**config.mk**
```make
export PLATFORM = sky130hd
export DESIGN_NAME = lao_top
export DESIGN_NICKNAME = d
export VERILOG_FILES = /design/src/rtl/lao_pkg.sv /design/src/rtl/lao_top.sv /design/src/rtl/lao_backlash.sv /design/src/rtl/lao_step_timer.sv
export SDC_FILE = /design/constraint.sdc
export NUM_CORES = 1
export LEC_CHECK = 0
export ABC_CLOCK_PERIOD_IN_PS = 10800
export BUFFER_PORTS_ARGS = -buffer_cell sky130_fd_sc_hd__buf_2
export CORE_UTILIZATION = 60
export CTS_CLUSTER_SIZE = 16
export DETAILED_ROUTE_END_ITERATION = 12
export PLACE_DENSITY = 0.9
export SYNTH_ARGS = -nofsm -noshare
export SYNTH_HDL_FRONTEND = slang
export SYNTH_SLANG_ARGS = --single-unit
```
**constraint.sdc**
```tcl
create_clock -name ref_clk_in -period 10.8 [get_ports ref_clk_in]
set_input_delay 0.54 -clock ref_clk_in [delete_from_list [all_inputs] [get_ports ref_clk_in]]
set_output_delay 0.54 -clock ref_clk_in [all_outputs]
set_load 0.1 [all_outputs]
```
**src/rtl/lao_pkg.sv**
```systemverilog
// shared constants and types for the lens actuator option logic
package lao_pkg;
  localparam logic [7:0] OFS_BACKLASH = 8'h09;
  localparam logic [7:0] OFS_OPTIONS = 8'h0a;
  localparam logic [7:0] RST_BACKLASH = 8'h00;
  localparam logic [7:0] RST_OPTIONS = 8'h00;
  localparam logic [7:0] POS_TOP = 8'hff;
  localparam logic [7:0] POS_ZERO = 8'h00;

  typedef enum logic [1:0] {
    LAO_ACT_NONE = 2'h0,
    LAO_ACT_BENDER = 2'h1,
    LAO_ACT_STEPPER = 2'h2
  } lao_act_t;

  // focus_search_config field that picks the repositioning method
  localparam int MODE_REPOS_LSB = 6;
  // option switch positions, bender
  localparam int OPT_LEN3 = 0;
  localparam int OPT_INVERT = 1;
  localparam int OPT_WAKE_UPPER = 2;
  // option switch positions, stepper
  localparam int OPT_DIR_DOWN = 0;
  localparam int OPT_STEP_MODE = 1;
  localparam int OPT_FORCE = 2;
  localparam int OPT_PWR_DOWN = 3;
  localparam int OPT_REHOME_ENTER = 4;
  localparam int OPT_REHOME_EXIT = 5;
  localparam int OPT_SLOW_LSB = 6;

  localparam int CLK_PERIOD_NS = 5;
  localparam int STEP_TIME_NS = 1000000;
  localparam int POWER_UP_NS = 10000;
  localparam int FORCE_TIME_NS = 20000;
  // least times, rounded up to whole cycles
  localparam int STEP_CYCLES = (STEP_TIME_NS + CLK_PERIOD_NS - 1)
                               / CLK_PERIOD_NS;
  localparam int POWER_CYCLES = (POWER_UP_NS + CLK_PERIOD_NS - 1)
                                / CLK_PERIOD_NS;
  localparam int FORCE_CYCLES = (FORCE_TIME_NS + CLK_PERIOD_NS - 1)
                                / CLK_PERIOD_NS;
  localparam logic [7:0] SLOW_STEPS = 8'h04;

  typedef struct packed {
    logic wr;
    logic rd;
    logic [7:0] addr;
    logic [7:0] data;
  } lao_reg_req_t;

  typedef struct packed {
    logic valid;
    logic len3;
    logic [7:0] pos;
  } lao_bender_cmd_t;

  typedef struct packed {
    logic power;
    logic [3:0] coil;
  } lao_motor_t;

  function automatic logic [3:0] lao_coils(input logic [1:0] ph);
    logic [3:0] c;
    c = 4'h3;
    case (ph)
      2'h0: c = 4'h3;
      2'h1: c = 4'h6;
      2'h2: c = 4'hc;
      default: c = 4'h9;
    endcase
    return c;
  endfunction
endpackage

```
**src/rtl/lao_top.sv**
```systemverilog
// lens actuator option logic: backlash return move and actuator drive
// Functional notes
// - type 0 none, 1 bender, 2 stepper
// - mode bits 7:6 zero: direct return move
// - return move opposes scan direction
// - target is best position minus backlash
// - negative target clamps to zero
// - type 0 ignores all option bits
// - bender bit 0: 2 or 3 byte command
// - bender bit 1: send 255 minus position
// - bender bit 2: wake at lower/upper limit
// - stepper bit 1: logical target or step count
// - stepper bit 2: periodic output forcing
// - power up always, bit 3 powers down
// - stepper bit 4: rehome on standby entry
// - stepper bit 5: rehome on standby exit
// - stepper bits 7:6 slow waveform starts
`timescale 1ns/1ps
`default_nettype none
module lao_top #(
  parameter int STEP_CYCLES = lao_pkg::STEP_CYCLES
) (
  input wire logic ref_clk_in,
  input wire logic reset_in,
  input wire lao_pkg::lao_reg_req_t reg_req_in,
  output logic [7:0] reg_rdata_out,
  input wire logic [1:0] actuator_type_in,
  input wire logic [7:0] focus_search_config_in,
  input wire logic scan_done_in,
  input wire logic scan_down_in,
  input wire logic [7:0] best_pos_in,
  input wire logic move_req_in,
  input wire logic [7:0] requested_position_in,
  input wire logic standby_enter_in,
  input wire logic standby_exit_in,
  input wire logic [7:0] lower_travel_limit_in,
  input wire logic [7:0] upper_travel_limit_in,
  output lao_pkg::lao_bender_cmd_t bender_cmd_out,
  output lao_pkg::lao_motor_t motor_out,
  output logic [7:0] repos_target_out,
  output logic repos_dir_down_out,
  output logic [7:0] cur_pos_out,
  output logic busy_out
);
  typedef enum logic [1:0] {
    ST_IDLE = 2'b00,
    ST_POWER = 2'b01,
    ST_STEP = 2'b11,
    ST_DONE = 2'b10
  } lao_st_t;

  localparam int PW = $clog2(lao_pkg::POWER_CYCLES + 1);
  localparam int FW = $clog2(lao_pkg::FORCE_CYCLES + 1);
  localparam logic [PW-1:0] PWR_LAST = PW'(lao_pkg::POWER_CYCLES - 1);
  localparam logic [FW-1:0] FRC_LAST = FW'(lao_pkg::FORCE_CYCLES - 1);

  logic [7:0] backlash_q;
  logic [7:0] options_q;
  logic [7:0] opt;
  lao_pkg::lao_act_t act;
  logic is_bender;
  logic is_stepper;
  logic [7:0] bl_target;
  logic bl_down;
  logic repos_go;
  logic req_go;
  logic [7:0] req_pos;
  logic req_steps;
  logic req_down;
  lao_st_t st_q;
  logic [7:0] steps_left_q;
  logic [7:0] steps_done_q;
  logic dir_down_q;
  logic [PW-1:0] pwr_cnt_q;
  logic [FW-1:0] frc_cnt_q;
  logic tick;
  logic [1:0] stretch;
  logic [7:0] phys_pos;
  logic power_q;
  logic [3:0] coil_q;

  // register file at the documented offsets
  always_ff @(posedge ref_clk_in) begin
    if (reset_in) begin
      backlash_q <= lao_pkg::RST_BACKLASH;
      options_q <= lao_pkg::RST_OPTIONS;
    end else if (reg_req_in.wr) begin
      if (reg_req_in.addr == lao_pkg::OFS_BACKLASH) begin
        backlash_q <= reg_req_in.data;
      end
      if (reg_req_in.addr == lao_pkg::OFS_OPTIONS) begin
        options_q <= reg_req_in.data;
      end
    end
  end

  // read data one cycle after the strobe, unmapped offsets read zero
  always_ff @(posedge ref_clk_in) begin
    if (reset_in) begin
      reg_rdata_out <= 8'h00;
    end else if (reg_req_in.rd) begin
      if (reg_req_in.addr == lao_pkg::OFS_BACKLASH) begin
        reg_rdata_out <= backlash_q;
      end else if (reg_req_in.addr == lao_pkg::OFS_OPTIONS) begin
        reg_rdata_out <= options_q;
      end else begin
        reg_rdata_out <= 8'h00;
      end
    end
  end

  // code 3 is treated like no actuator
  always_comb begin
    act = lao_pkg::LAO_ACT_NONE;
    unique case (actuator_type_in)
      2'h1: act = lao_pkg::LAO_ACT_BENDER;
      2'h2: act = lao_pkg::LAO_ACT_STEPPER;
      default: act = lao_pkg::LAO_ACT_NONE;
    endcase
  end
  assign is_bender = (act == lao_pkg::LAO_ACT_BENDER);
  assign is_stepper = (act == lao_pkg::LAO_ACT_STEPPER);
  // the stored value stays readable; only its effect is masked
  assign opt = (act == lao_pkg::LAO_ACT_NONE) ? 8'h00 : options_q;

  lao_backlash u_backlash (
    .best_pos_in(best_pos_in),
    .step_in(backlash_q),
    .scan_down_in(scan_down_in),
    .target_out(bl_target),
    .dir_down_out(bl_down)
  );

  // the direct return is used only in that search mode
  assign repos_go = scan_done_in &&
    (focus_search_config_in[lao_pkg::MODE_REPOS_LSB +: 2] == 2'h0);

  always_ff @(posedge ref_clk_in) begin
    if (reset_in) begin
      repos_target_out <= 8'h00;
      repos_dir_down_out <= 1'b0;
    end else if (repos_go) begin
      repos_target_out <= bl_target;
      repos_dir_down_out <= bl_down;
    end
  end

  // request arbitration: return move, then host move, then standby
  always_comb begin
    req_go = 1'b0;
    req_pos = requested_position_in;
    req_steps = 1'b0;
    req_down = opt[lao_pkg::OPT_DIR_DOWN];
    if (repos_go) begin
      // the return target is always a logical position
      req_go = 1'b1;
      req_pos = bl_target;
    end else if (move_req_in) begin
      req_go = 1'b1;
      req_steps = is_stepper && opt[lao_pkg::OPT_STEP_MODE];
    end else if (is_bender && standby_exit_in) begin
      req_go = 1'b1;
      req_pos = opt[lao_pkg::OPT_WAKE_UPPER] ? upper_travel_limit_in
                                             : lower_travel_limit_in;
    end else if (is_stepper && standby_enter_in &&
                 opt[lao_pkg::OPT_REHOME_ENTER]) begin
      req_go = 1'b1;
      req_pos = lower_travel_limit_in;
    end else if (is_stepper && standby_exit_in &&
                 opt[lao_pkg::OPT_REHOME_EXIT]) begin
      req_go = 1'b1;
      req_pos = lower_travel_limit_in;
    end
  end

  // bender command, one cycle pulse per request
  assign phys_pos = opt[lao_pkg::OPT_INVERT] ? (lao_pkg::POS_TOP - req_pos)
                                             : req_pos;
  always_ff @(posedge ref_clk_in) begin
    if (reset_in) begin
      bender_cmd_out <= '0;
    end else if (is_bender && req_go) begin
      bender_cmd_out.valid <= 1'b1;
      bender_cmd_out.len3 <= opt[lao_pkg::OPT_LEN3];
      bender_cmd_out.pos <= phys_pos;
    end else begin
      bender_cmd_out.valid <= 1'b0;
    end
  end

  // slow start applies only to the first steps of each move
  assign stretch = (steps_done_q < lao_pkg::SLOW_STEPS)
                   ? opt[lao_pkg::OPT_SLOW_LSB +: 2] : 2'h0;

  lao_step_timer #(
    .PERIOD(STEP_CYCLES)
  ) u_step_timer (
    .ref_clk_in(ref_clk_in),
    .reset_in(reset_in),
    .run_in(st_q == ST_STEP),
    .stretch_in(stretch),
    .tick_out(tick)
  );

  // stepper move sequencer
  always_ff @(posedge ref_clk_in) begin
    if (reset_in) begin
      st_q <= ST_IDLE;
      steps_left_q <= 8'h00;
      steps_done_q <= 8'h00;
      dir_down_q <= 1'b0;
      pwr_cnt_q <= '0;
    end else begin
      unique case (st_q)
        ST_IDLE: begin
          if (is_stepper && req_go) begin
            steps_done_q <= 8'h00;
            pwr_cnt_q <= '0;
            st_q <= ST_POWER;
            if (req_steps) begin
              steps_left_q <= req_pos;
              dir_down_q <= req_down;
            end else if (req_pos < cur_pos_out) begin
              steps_left_q <= cur_pos_out - req_pos;
              dir_down_q <= 1'b1;
            end else begin
              steps_left_q <= req_pos - cur_pos_out;
              dir_down_q <= 1'b0;
            end
          end
        end
        ST_POWER: begin
          // coils get time to settle after power is applied
          if (pwr_cnt_q == PWR_LAST) begin
            st_q <= ST_STEP;
          end else begin
            pwr_cnt_q <= pwr_cnt_q + PW'(1);
          end
        end
        ST_STEP: begin
          if (steps_left_q == 8'h00) begin
            st_q <= ST_DONE;
          end else if (tick) begin
            steps_left_q <= steps_left_q - 8'h01;
            steps_done_q <= steps_done_q + 8'h01;
          end
        end
        ST_DONE: begin
          st_q <= ST_IDLE;
        end
      endcase
    end
  end

  // logical position; step counts stop at the ends of the range
  always_ff @(posedge ref_clk_in) begin
    if (reset_in) begin
      cur_pos_out <= 8'h00;
    end else if (is_bender && req_go) begin
      cur_pos_out <= req_pos;
    end else if (st_q == ST_STEP && tick && steps_left_q != 8'h00) begin
      if (dir_down_q && cur_pos_out != lao_pkg::POS_ZERO) begin
        cur_pos_out <= cur_pos_out - 8'h01;
      end else if (!dir_down_q && cur_pos_out != lao_pkg::POS_TOP) begin
        cur_pos_out <= cur_pos_out + 8'h01;
      end
    end
  end

  always_ff @(posedge ref_clk_in) begin
    if (reset_in) begin
      busy_out <= 1'b0;
    end else begin
      busy_out <= (st_q != ST_IDLE) || (is_stepper && req_go);
    end
  end

  // refresh period for forced coil states
  always_ff @(posedge ref_clk_in) begin
    if (reset_in || frc_cnt_q == FRC_LAST) begin
      frc_cnt_q <= '0;
    end else begin
      frc_cnt_q <= frc_cnt_q + FW'(1);
    end
  end

  // motor drive: power and coils
  always_ff @(posedge ref_clk_in) begin
    if (reset_in) begin
      power_q <= 1'b0;
    end else if (!is_stepper) begin
      power_q <= 1'b0;
    end else if (st_q == ST_POWER) begin
      power_q <= 1'b1;
    end else if (st_q == ST_DONE && opt[lao_pkg::OPT_PWR_DOWN]) begin
      power_q <= 1'b0;
    end
  end

  always_ff @(posedge ref_clk_in) begin
    if (reset_in) begin
      coil_q <= 4'h0;
    end else if (is_stepper && st_q == ST_STEP && tick) begin
      // coils follow the position about to be reached
      if (dir_down_q) begin
        coil_q <= lao_pkg::lao_coils(cur_pos_out[1:0] - 2'h1);
      end else begin
        coil_q <= lao_pkg::lao_coils(cur_pos_out[1:0] + 2'h1);
      end
    end else if (is_stepper && opt[lao_pkg::OPT_FORCE] &&
                 frc_cnt_q == FRC_LAST) begin
      // rewrites the coils from the position, healing any upset
      coil_q <= lao_pkg::lao_coils(cur_pos_out[1:0]);
    end
  end

  // one driver for the whole struct, both fields straight from flops
  assign motor_out = {power_q, coil_q};
endmodule
`default_nettype wire

```
**src/rtl/lao_backlash.sv**
```systemverilog
// saturating backlash subtraction for the return move after a scan
`timescale 1ns/1ps
`default_nettype none
module lao_backlash (
  input wire logic [7:0] best_pos_in,
  input wire logic [7:0] step_in,
  input wire logic scan_down_in,
  output logic [7:0] target_out,
  output logic dir_down_out
);
  logic [8:0] diff;
  // unsigned 8-bit, one extra bit only to spot the borrow
  assign diff = {1'b0, best_pos_in} - {1'b0, step_in};
  assign target_out = diff[8] ? lao_pkg::POS_ZERO : diff[7:0];
  // return travel runs against the scan
  assign dir_down_out = ~scan_down_in;
endmodule
`default_nettype wire

```
**src/rtl/lao_step_timer.sv**
```systemverilog
// step rate divider with a stretch factor for slowed waveform starts
`timescale 1ns/1ps
`default_nettype none
module lao_step_timer #(
  parameter int PERIOD = 200000
) (
  input wire logic ref_clk_in,
  input wire logic reset_in,
  input wire logic run_in,
  input wire logic [1:0] stretch_in,
  output logic tick_out
);
  localparam int CW = $clog2(PERIOD + 1);
  localparam logic [CW-1:0] LAST = CW'(PERIOD - 1);
  logic [CW-1:0] cnt_q;
  logic [1:0] rep_q;

  always_ff @(posedge ref_clk_in) begin
    if (reset_in || !run_in) begin
      cnt_q <= '0;
      rep_q <= 2'h0;
      tick_out <= 1'b0;
    end else if (cnt_q == LAST) begin
      cnt_q <= '0;
      // each base period repeats stretch times before the tick
      if (rep_q >= stretch_in) begin
        rep_q <= 2'h0;
        tick_out <= 1'b1;
      end else begin
        rep_q <= rep_q + 2'h1;
        tick_out <= 1'b0;
      end
    end else begin
      cnt_q <= cnt_q + CW'(1);
      tick_out <= 1'b0;
    end
  end
endmodule
`default_nettype wire

```
# Word-level counts from Yosys, hierarchy flattened
# Index checks and enable logic that the tools add are counted.
[word_totals]
output_inout_bits = 41
ff_bits = 120
in_bits = 67
[op_classes]
reduce_logical = 49
mux = 54
addsub = 14
bitwise_logic = 3
n_lt_le_gt_ge = 3
n_eq_ne = 25
[ops]
columns = ["operator", "n"]
rows = [
  ["2-to-1 mux 8 bit", 23],
  ["case mux 4 bit (3 select lines)", 3],
  ["case mux 8 bit (2 select lines)", 2],
  ["2-to-1 mux 11 bit", 2],
  ["case mux 11 bit (2 select lines)", 1],
  ["adder 18 x 1 -> 18 bit, second input constant", 1],
  ["equality test 18 bit, second input constant", 1],
  ["logical AND 1 bit", 18],
  ["adder 8 x 1 -> 8 bit, second input constant", 2],
  ["equality test 8 x 4 -> 1 bit, second input constant", 2],
  ["nonzero test 8 bit", 2],
  ["subtractor 8 x 1 -> 8 bit, second input constant", 2],
  ["subtractor 8 bit", 2],
  ["equality test 2 bit, second input constant", 7],
  ["2-to-1 mux 1 bit", 13],
  ["adder 12 x 1 -> 12 bit, second input constant", 1],
  ["equality test 12 bit, second input constant", 1],
  ["equality test 2 x 1 -> 1 bit, second input constant", 6],
  ["logical NOT 2 bit", 6],
  ["2-to-1 mux 4 bit", 3],
  ["!= test 2 bit, second input constant", 6],
  ["nonzero test 2 bit", 6],
  ["adder 11 x 1 -> 11 bit, second input constant", 1],
  ["equality test 11 bit, second input constant", 1],
  ["20 further kinds", 36],
]

# Longest topological paths before layout
[depth]
ltp_word = 15
depth_mapped = 21
mapped_depth_nobuf = 19

# Hierarchy
# Synthesis repeated with hierarchy kept, for this count alone.
[hier_totals]
cells_unflattened = 918
hier_area_um2 = 7294.5
[by_module_without_submodules]
columns = ["module", "area_per_inst_um2", "instances", "cells_per_inst", "seq_area_each_um2"]
rows = [
  ["lao_top", 5850.6, 1, 744, 1981.9],
  ["lao_step_timer", 1013.5, 1, 111, 420.4],
  ["lao_backlash", 430.4, 1, 63, 0.0],
]

# Least setup slack after synthesis
# Ideal clock, no wire load.
[synth_timing]
path_type = "input port to flip-flop"
startpoint = "in best_pos_in[0]"
endpoint = "reg steps_left_q[5]"
setup_ns = 0.130
setup_slack_ns = 6.455
cell_stages = 18
required_ns = 10.670
arrival_ns = 4.215
path_cell_list = "inv_1 ha_1 inv_1 fa_1 a211oi_1 o21ai_0 o311a_1 buf_2 o2bb2ai_1 ha_1 or4_4 o22a_1 buf_6 mux2_4 a31o_1 a211oi_2 xor2_1 o22ai_1"
[synth_between]
elab_chain_cells = 8
word_cells_on_any_way = 10
[synth_lines]
columns = ["item", "line", "text"]
rows = [
  ["from (decl)", "lao_top.sv:31", "input wire logic [7:0] best_pos_in,"],
  ["subtractor 8 x 8 -> 9 bit *", "lao_backlash.sv:13", "assign diff = {1'b0, best_pos_in} - {1'b0, step_in};"],
  ["2-to-1 mux 8 bit *", "lao_backlash.sv:14", "assign target_out = diff[8] ? lao_pkg::POS_ZERO : diff[7:0];"],
  ["2-to-1 mux 8 bit *", "lao_top.sv:154", "if (repos_go) begin"],
  ["subtractor 8 bit, or another cell as far along", "lao_top.sv:227", "steps_left_q <= req_pos - cur_pos_out;"],
  ["2-to-1 mux 8 bit", "lao_top.sv:223", "end else if (req_pos < cur_pos_out) begin"],
  ["2-to-1 mux 8 bit *", "lao_top.sv:220", "if (req_steps) begin"],
  ["2-to-1 mux 8 bit *", "lao_top.sv:216", "if (is_stepper && req_go) begin"],
  ["case mux 8 bit (2 select lines) *", "lao_top.sv:214", "unique case (st_q)"],
  ["to (signal assigned)", "lao_top.sv:221", "steps_left_q <= req_pos;"],
  ["to (signal assigned)", "lao_top.sv:224", "steps_left_q <= cur_pos_out - req_pos;"],
  ["to (signal assigned)", "lao_top.sv:227", ""],
  ["to (decl)", "lao_top.sv:71", "logic [7:0] steps_left_q;"],
]
# Mark *: on every way between the ends. The rest lies on a longest branch, timed or not. The select of a mux whose other input is x is not followed.
# A chain may end at the register's enable or synchronous reset.

# Worst setup path after layout
[layout_timing]
startpoint = "in actuator_type_in[0]"
endpoint = "reg steps_left_q[5]"
[layout_between]
elab_chain_cells = 15
word_cells_on_any_way = 36
[layout_lines]
columns = ["item", "line", "text"]
rows = [
  ["from (decl)", "lao_top.sv:27", "input wire logic [1:0] actuator_type_in,"],
  ["equality test 2 bit / equality test 2 x 1 -> 1 bit (equally long branches)", "lao_top.sv:115", "unique case (actuator_type_in)"],
  ["case mux 2 bit (2 select lines) *", "lao_top.sv:115", ""],
  ["equality test 2 bit / logical NOT 2 bit (equally long branches)", "lao_top.sv:122, lao_top.sv:124", ""],
  ["logical AND 1 bit / 2-to-1 mux 8 bit (equally long branches)", "lao_top.sv:169, lao_top.sv:124", ""],
  ["logical AND 1 bit", "lao_top.sv:169", "end else if (is_stepper && standby_exit_in &&"],
  ["2-to-1 mux 8 bit", "lao_top.sv:169", ""],
  ["2-to-1 mux 8 bit", "lao_top.sv:165", "end else if (is_stepper && standby_enter_in &&"],
  ["2-to-1 mux 8 bit", "lao_top.sv:161", "end else if (is_bender && standby_exit_in) begin"],
  ["2-to-1 mux 8 bit", "lao_top.sv:158", "end else if (move_req_in) begin"],
  ["2-to-1 mux 8 bit", "lao_top.sv:154", ""],
  ["subtractor 8 bit, or another cell as far along", "lao_top.sv:227", ""],
  ["2-to-1 mux 8 bit", "lao_top.sv:223", ""],
  ["2-to-1 mux 8 bit", "lao_top.sv:220", ""],
  ["2-to-1 mux 8 bit", "lao_top.sv:216", ""],
  ["case mux 8 bit (2 select lines)", "lao_top.sv:214", ""],
]
# Marked as above.

==> results.json <==
{
  "run_status": "completed",
  "yosysTopAreaCell": "dfxtp_1",
  "min-delay-path-class": "input pin to flip-flop",
  "slowest_stage": "nand4b_1",
  "yosysUniqueCellTypes": 70,
  "die_h_um": 110.6,
  "yosys.area.top_type_share_pct": 33.96,
  "ys_seq_elements": 120,
  "clk_path_buf_depth": 2,
  "grt_pass1_wl_um": 31010,
  "clk_latency_ns": 0.43,
  "vias": 6881,
  "timing.rr.start": "backlash_q[0]",
  "synth_nets": 999,
  "nets": 1085,
  "crit_arrival_ns": 5.38,
  "wl_per_cell_um": 16.53,
  "cts_hold_buf": 0,
  "hpwl_um": 12630,
  "final_cell_mix": "120 x dfxtp_1, 110 x nor2_1, 101 x buf_2",
  "max_freq_mhz": 197.0,
  "pwr_density_cell_mw_per_mm2": 153.2,
  "cts_num_sinks": 120,
  "hold_violations": 0,
  "antenna_found_initial": 0,
  "synth_area_mm2": 0.007073,
  "ys_warn_count": 0,
  "numPortBuffers": 101,
  "power_leakage_nw": 3.333,
  "drt-pass1-iter-count": 7,
  "fin_crit_sh_pct": 46.99,
  "diodes": 0,
  "drc": 0,
  "ir_worst_vdd_uv": 125.7,
  "r2r_cells": 18,
  "cts_tree": "done",
  "synth_edf_count": 0,
  "synth_area_per_cell_um2": 8.010,
  "crit_required_ns": 11.10,
  "r2r_slack_ns": 5.74,
  "clock_skew_ns": 0.007992,
  "max_slew_margin_pct": 36.47,
  "htree_levels": 4,
  "synth_ff_type": "dfxtp_1",
  "drv_cap": 0,
  "finalSetupTns_ns": 0,
  "fillers": 859,
  "grt_overflow": 0,
  "critPathMaxFanout": 10,
  "wl_um": 18600,
  "clock-root-buffer": "clkbuf_16",
  "setup_viol_count_final": 0,
  "worstSetupPathType": "input pin to flip-flop",
  "synth_seq_area_share_pct": 33.96,
  "fp.coreArea_mm2": 0.01147,
  "grt_pass1_vias": 6479,
  "mostFrequentLayoutCell": "dfxtp_1",
  "cts_setup_buffers": 0,
  "grt_max_degree": 41,
  "cts_buffers": 17,
  "synth_area_leaders": "dfxtp_1 34%, ha_1 8.0%, nor2_1 5.8%",
  "startpoint_type": "input pin",
  "drt_iter0_markers": 766,
  "cp-endpoint": "steps_left_q[5]",
  "clkTransAtPathRegs_ns": 0.06,
  "die-area_mm2": 0.01223,
  "row_count": 39,
  "fin_area_mm2": 0.008209,
  "grt_usage_pct": 31.24,
  "initial_core_util_pct": 61.68,
  "postCtsResizedCells": 0,
  "slew_violations": 0,
  "worstSetupEndpointType": "flip-flop",
  "rsz0062_at_grt": "false",
  "vias_per_cell": 6.116,
  "ios": 108,
  "synthArstFlopShare_pct": 0,
  "placed_area_mm2": 0.007617,
  "crit_start": "actuator_type_in[0]",
  "crit_chain": "buf_2 > inv_1 > ha_1 > nand4b_1 > mux2i_1 > a211oi_1 > a21oi_1 > inv_1 > nor2_1 > fa_1 > nand2b_1 > a21oi_1 > o22a_1 > mux2_4 > a31o_1 > a211oi_2 > xor2_1 > o22ai_1",
  "ant_nets": 0,
  "routabilityCongestion": 0.9733,
  "slowest_delay_ns": 0.63,
  "areaGrowthSynthToFinish_pct": 16.06,
  "tightest_slew_ns": 0.9488,
  "synthCells": 883,
  "placed_cells": 1093,
  "die_width_um": 110.6,
  "min_period_ns": 5.075,
  "r2r-end": "steps_left_q[5]",
  "instances_no_fill": 1125,
  "drive_gt1_share_pct": 15.48
}
==> critical path, delay by kind of cell <==
kind / cells / cell delay [ns]
multiplexers: 2 / 0.64
buffers and inverters: 3 / 0.31
adder cells (fa/ha/maj): 2 / 0.84
XOR/XNOR: 1 / 0.20
AO/OA/AOI/OAI: 7 / 1.96
AND/OR/NAND/NOR: 3 / 0.87
==> layout make-up <==
type	instances	area (µm²)	share of cell area, %
Clock inverter	14	162.7	1.981
Timing Repair Buffer	104	528.0	6.432
Tap cell	143	178.9	2.180
Clock buffer	18	429.2	5.228
Inverter	40	150.1	1.829
Sequential cell	120	2402	29.26
Multi-Input combinational cell	686	4358	53.09
==> sequential cells by signal (all words and copies together) (netlist names) <==
name and cells:
pwr_cnt_q 11, u_step_timer.cnt_q 18, power_q 1, reg_rdata_out 8, repos_dir_down_out 1, busy_out 1
repos_target_out 8, frc_cnt_q 12, u_step_timer.rep_q 2, dir_down_q 1, st_q 2, steps_done_q 8
options_q 8, u_step_timer.tick_out 1, cur_pos_out 8, coil_q 4, backlash_q 8, steps_left_q 8
bender_cmd_out 10
==> routing by layer <==
layer / vias to the layer above / wire length, µm / track usage, %
met5: - / 0 / 0
met4: 0 / 734 / 16.80
met3: 69 / 1442 / 6.751
met2: 320 / 8774 / 50.35
met1: 3184 / 7647 / 38.97
li1: 3308 / - / -
==> cell usage after synthesis, types with 4 or more instances <==
library cell  count
nand4_1          15
inv_1            40
clkbuf_1         25
nand3b_1          7
and2_1            8
ha_1             45
nor2b_1          10
o21ai_0          34
buf_2             4
mux2i_1          20
nand2_1          93
a21o_1            7
nand3_1          38
xnor2_1          19
xor2_1           31
a22oi_1          12
dfxtp_1         120
a211oi_1         24
buf_1             4
nor3b_1           7
a31oi_1           7
and3_1           13
fa_1              4
nand2b_1          8
nor2_1          110
a21oi_1          75
nor4_1            5
or3_1            11
o211ai_1          4
nor3_1           20
nand4b_1          5
==> stage by stage <==
stage / worst slack (ns) / hold slack [ns] / utilization [%] / power [mW]
2_1_floorplan: 6.455 / 0.4258 / - / 0.6403
3_3_place_gp: 5.530 / 0.4405 / 66.43 / 0.6836
3_5_place_dp: 5.459 / 0.4408 / 66.43 / 0.6871
4_1_cts: 5.798 / 0.2863 / 71.59 / 1.254
5_1_grt: 5.461 / 0.2991 / 71.59 / 1.299
6_report: 5.725 / 0.2844 / 71.59 / 1.258
==> logic make-up after synthesis <==
kind of cell / after synthesis / share of synthesized area (%)
buffers and inverters: 77 / 4.422
AO/OA/AOI/OAI: 198 / 17.76
AND/OR/NAND/NOR: 365 / 25.00
XOR/XNOR: 50 / 6.191
adder cells (fa/ha/maj): 49 / 9.093
flip-flops: 120 / 33.96
multiplexers: 24 / 3.573
==> power by group <==
part	internal [mW]	leakage, nW	switching (mW)	total (mW)
Sequential	0.453	0.972	0.0121	0.465
Clock	0.345	0.276	0.228	0.573
Combinational	0.0724	2.08	0.147	0.219
Total	0.870	3.33	0.388	1.26
==> how the worst min path moves through the flow <==
stage	depth (start not counted)	slack (ns)	end	startpoint
3_5_place_dp	2	0.44	bender_cmd_out[2]	bender_cmd_out[2]
3_3_place_gp	2	0.44	bender_cmd_out[2]	bender_cmd_out[2]
5_1_grt	2	0.30	repos_dir_down_out	scan_down_in
4_1_cts	2	0.29	repos_dir_down_out	scan_down_in
2_1_floorplan	1	0.43	u_step_timer.cnt_q[0]	u_step_timer.cnt_q[0]
6_report	2	0.28	repos_dir_down_out	scan_down_in
Power figures use the tool's default switching activity.
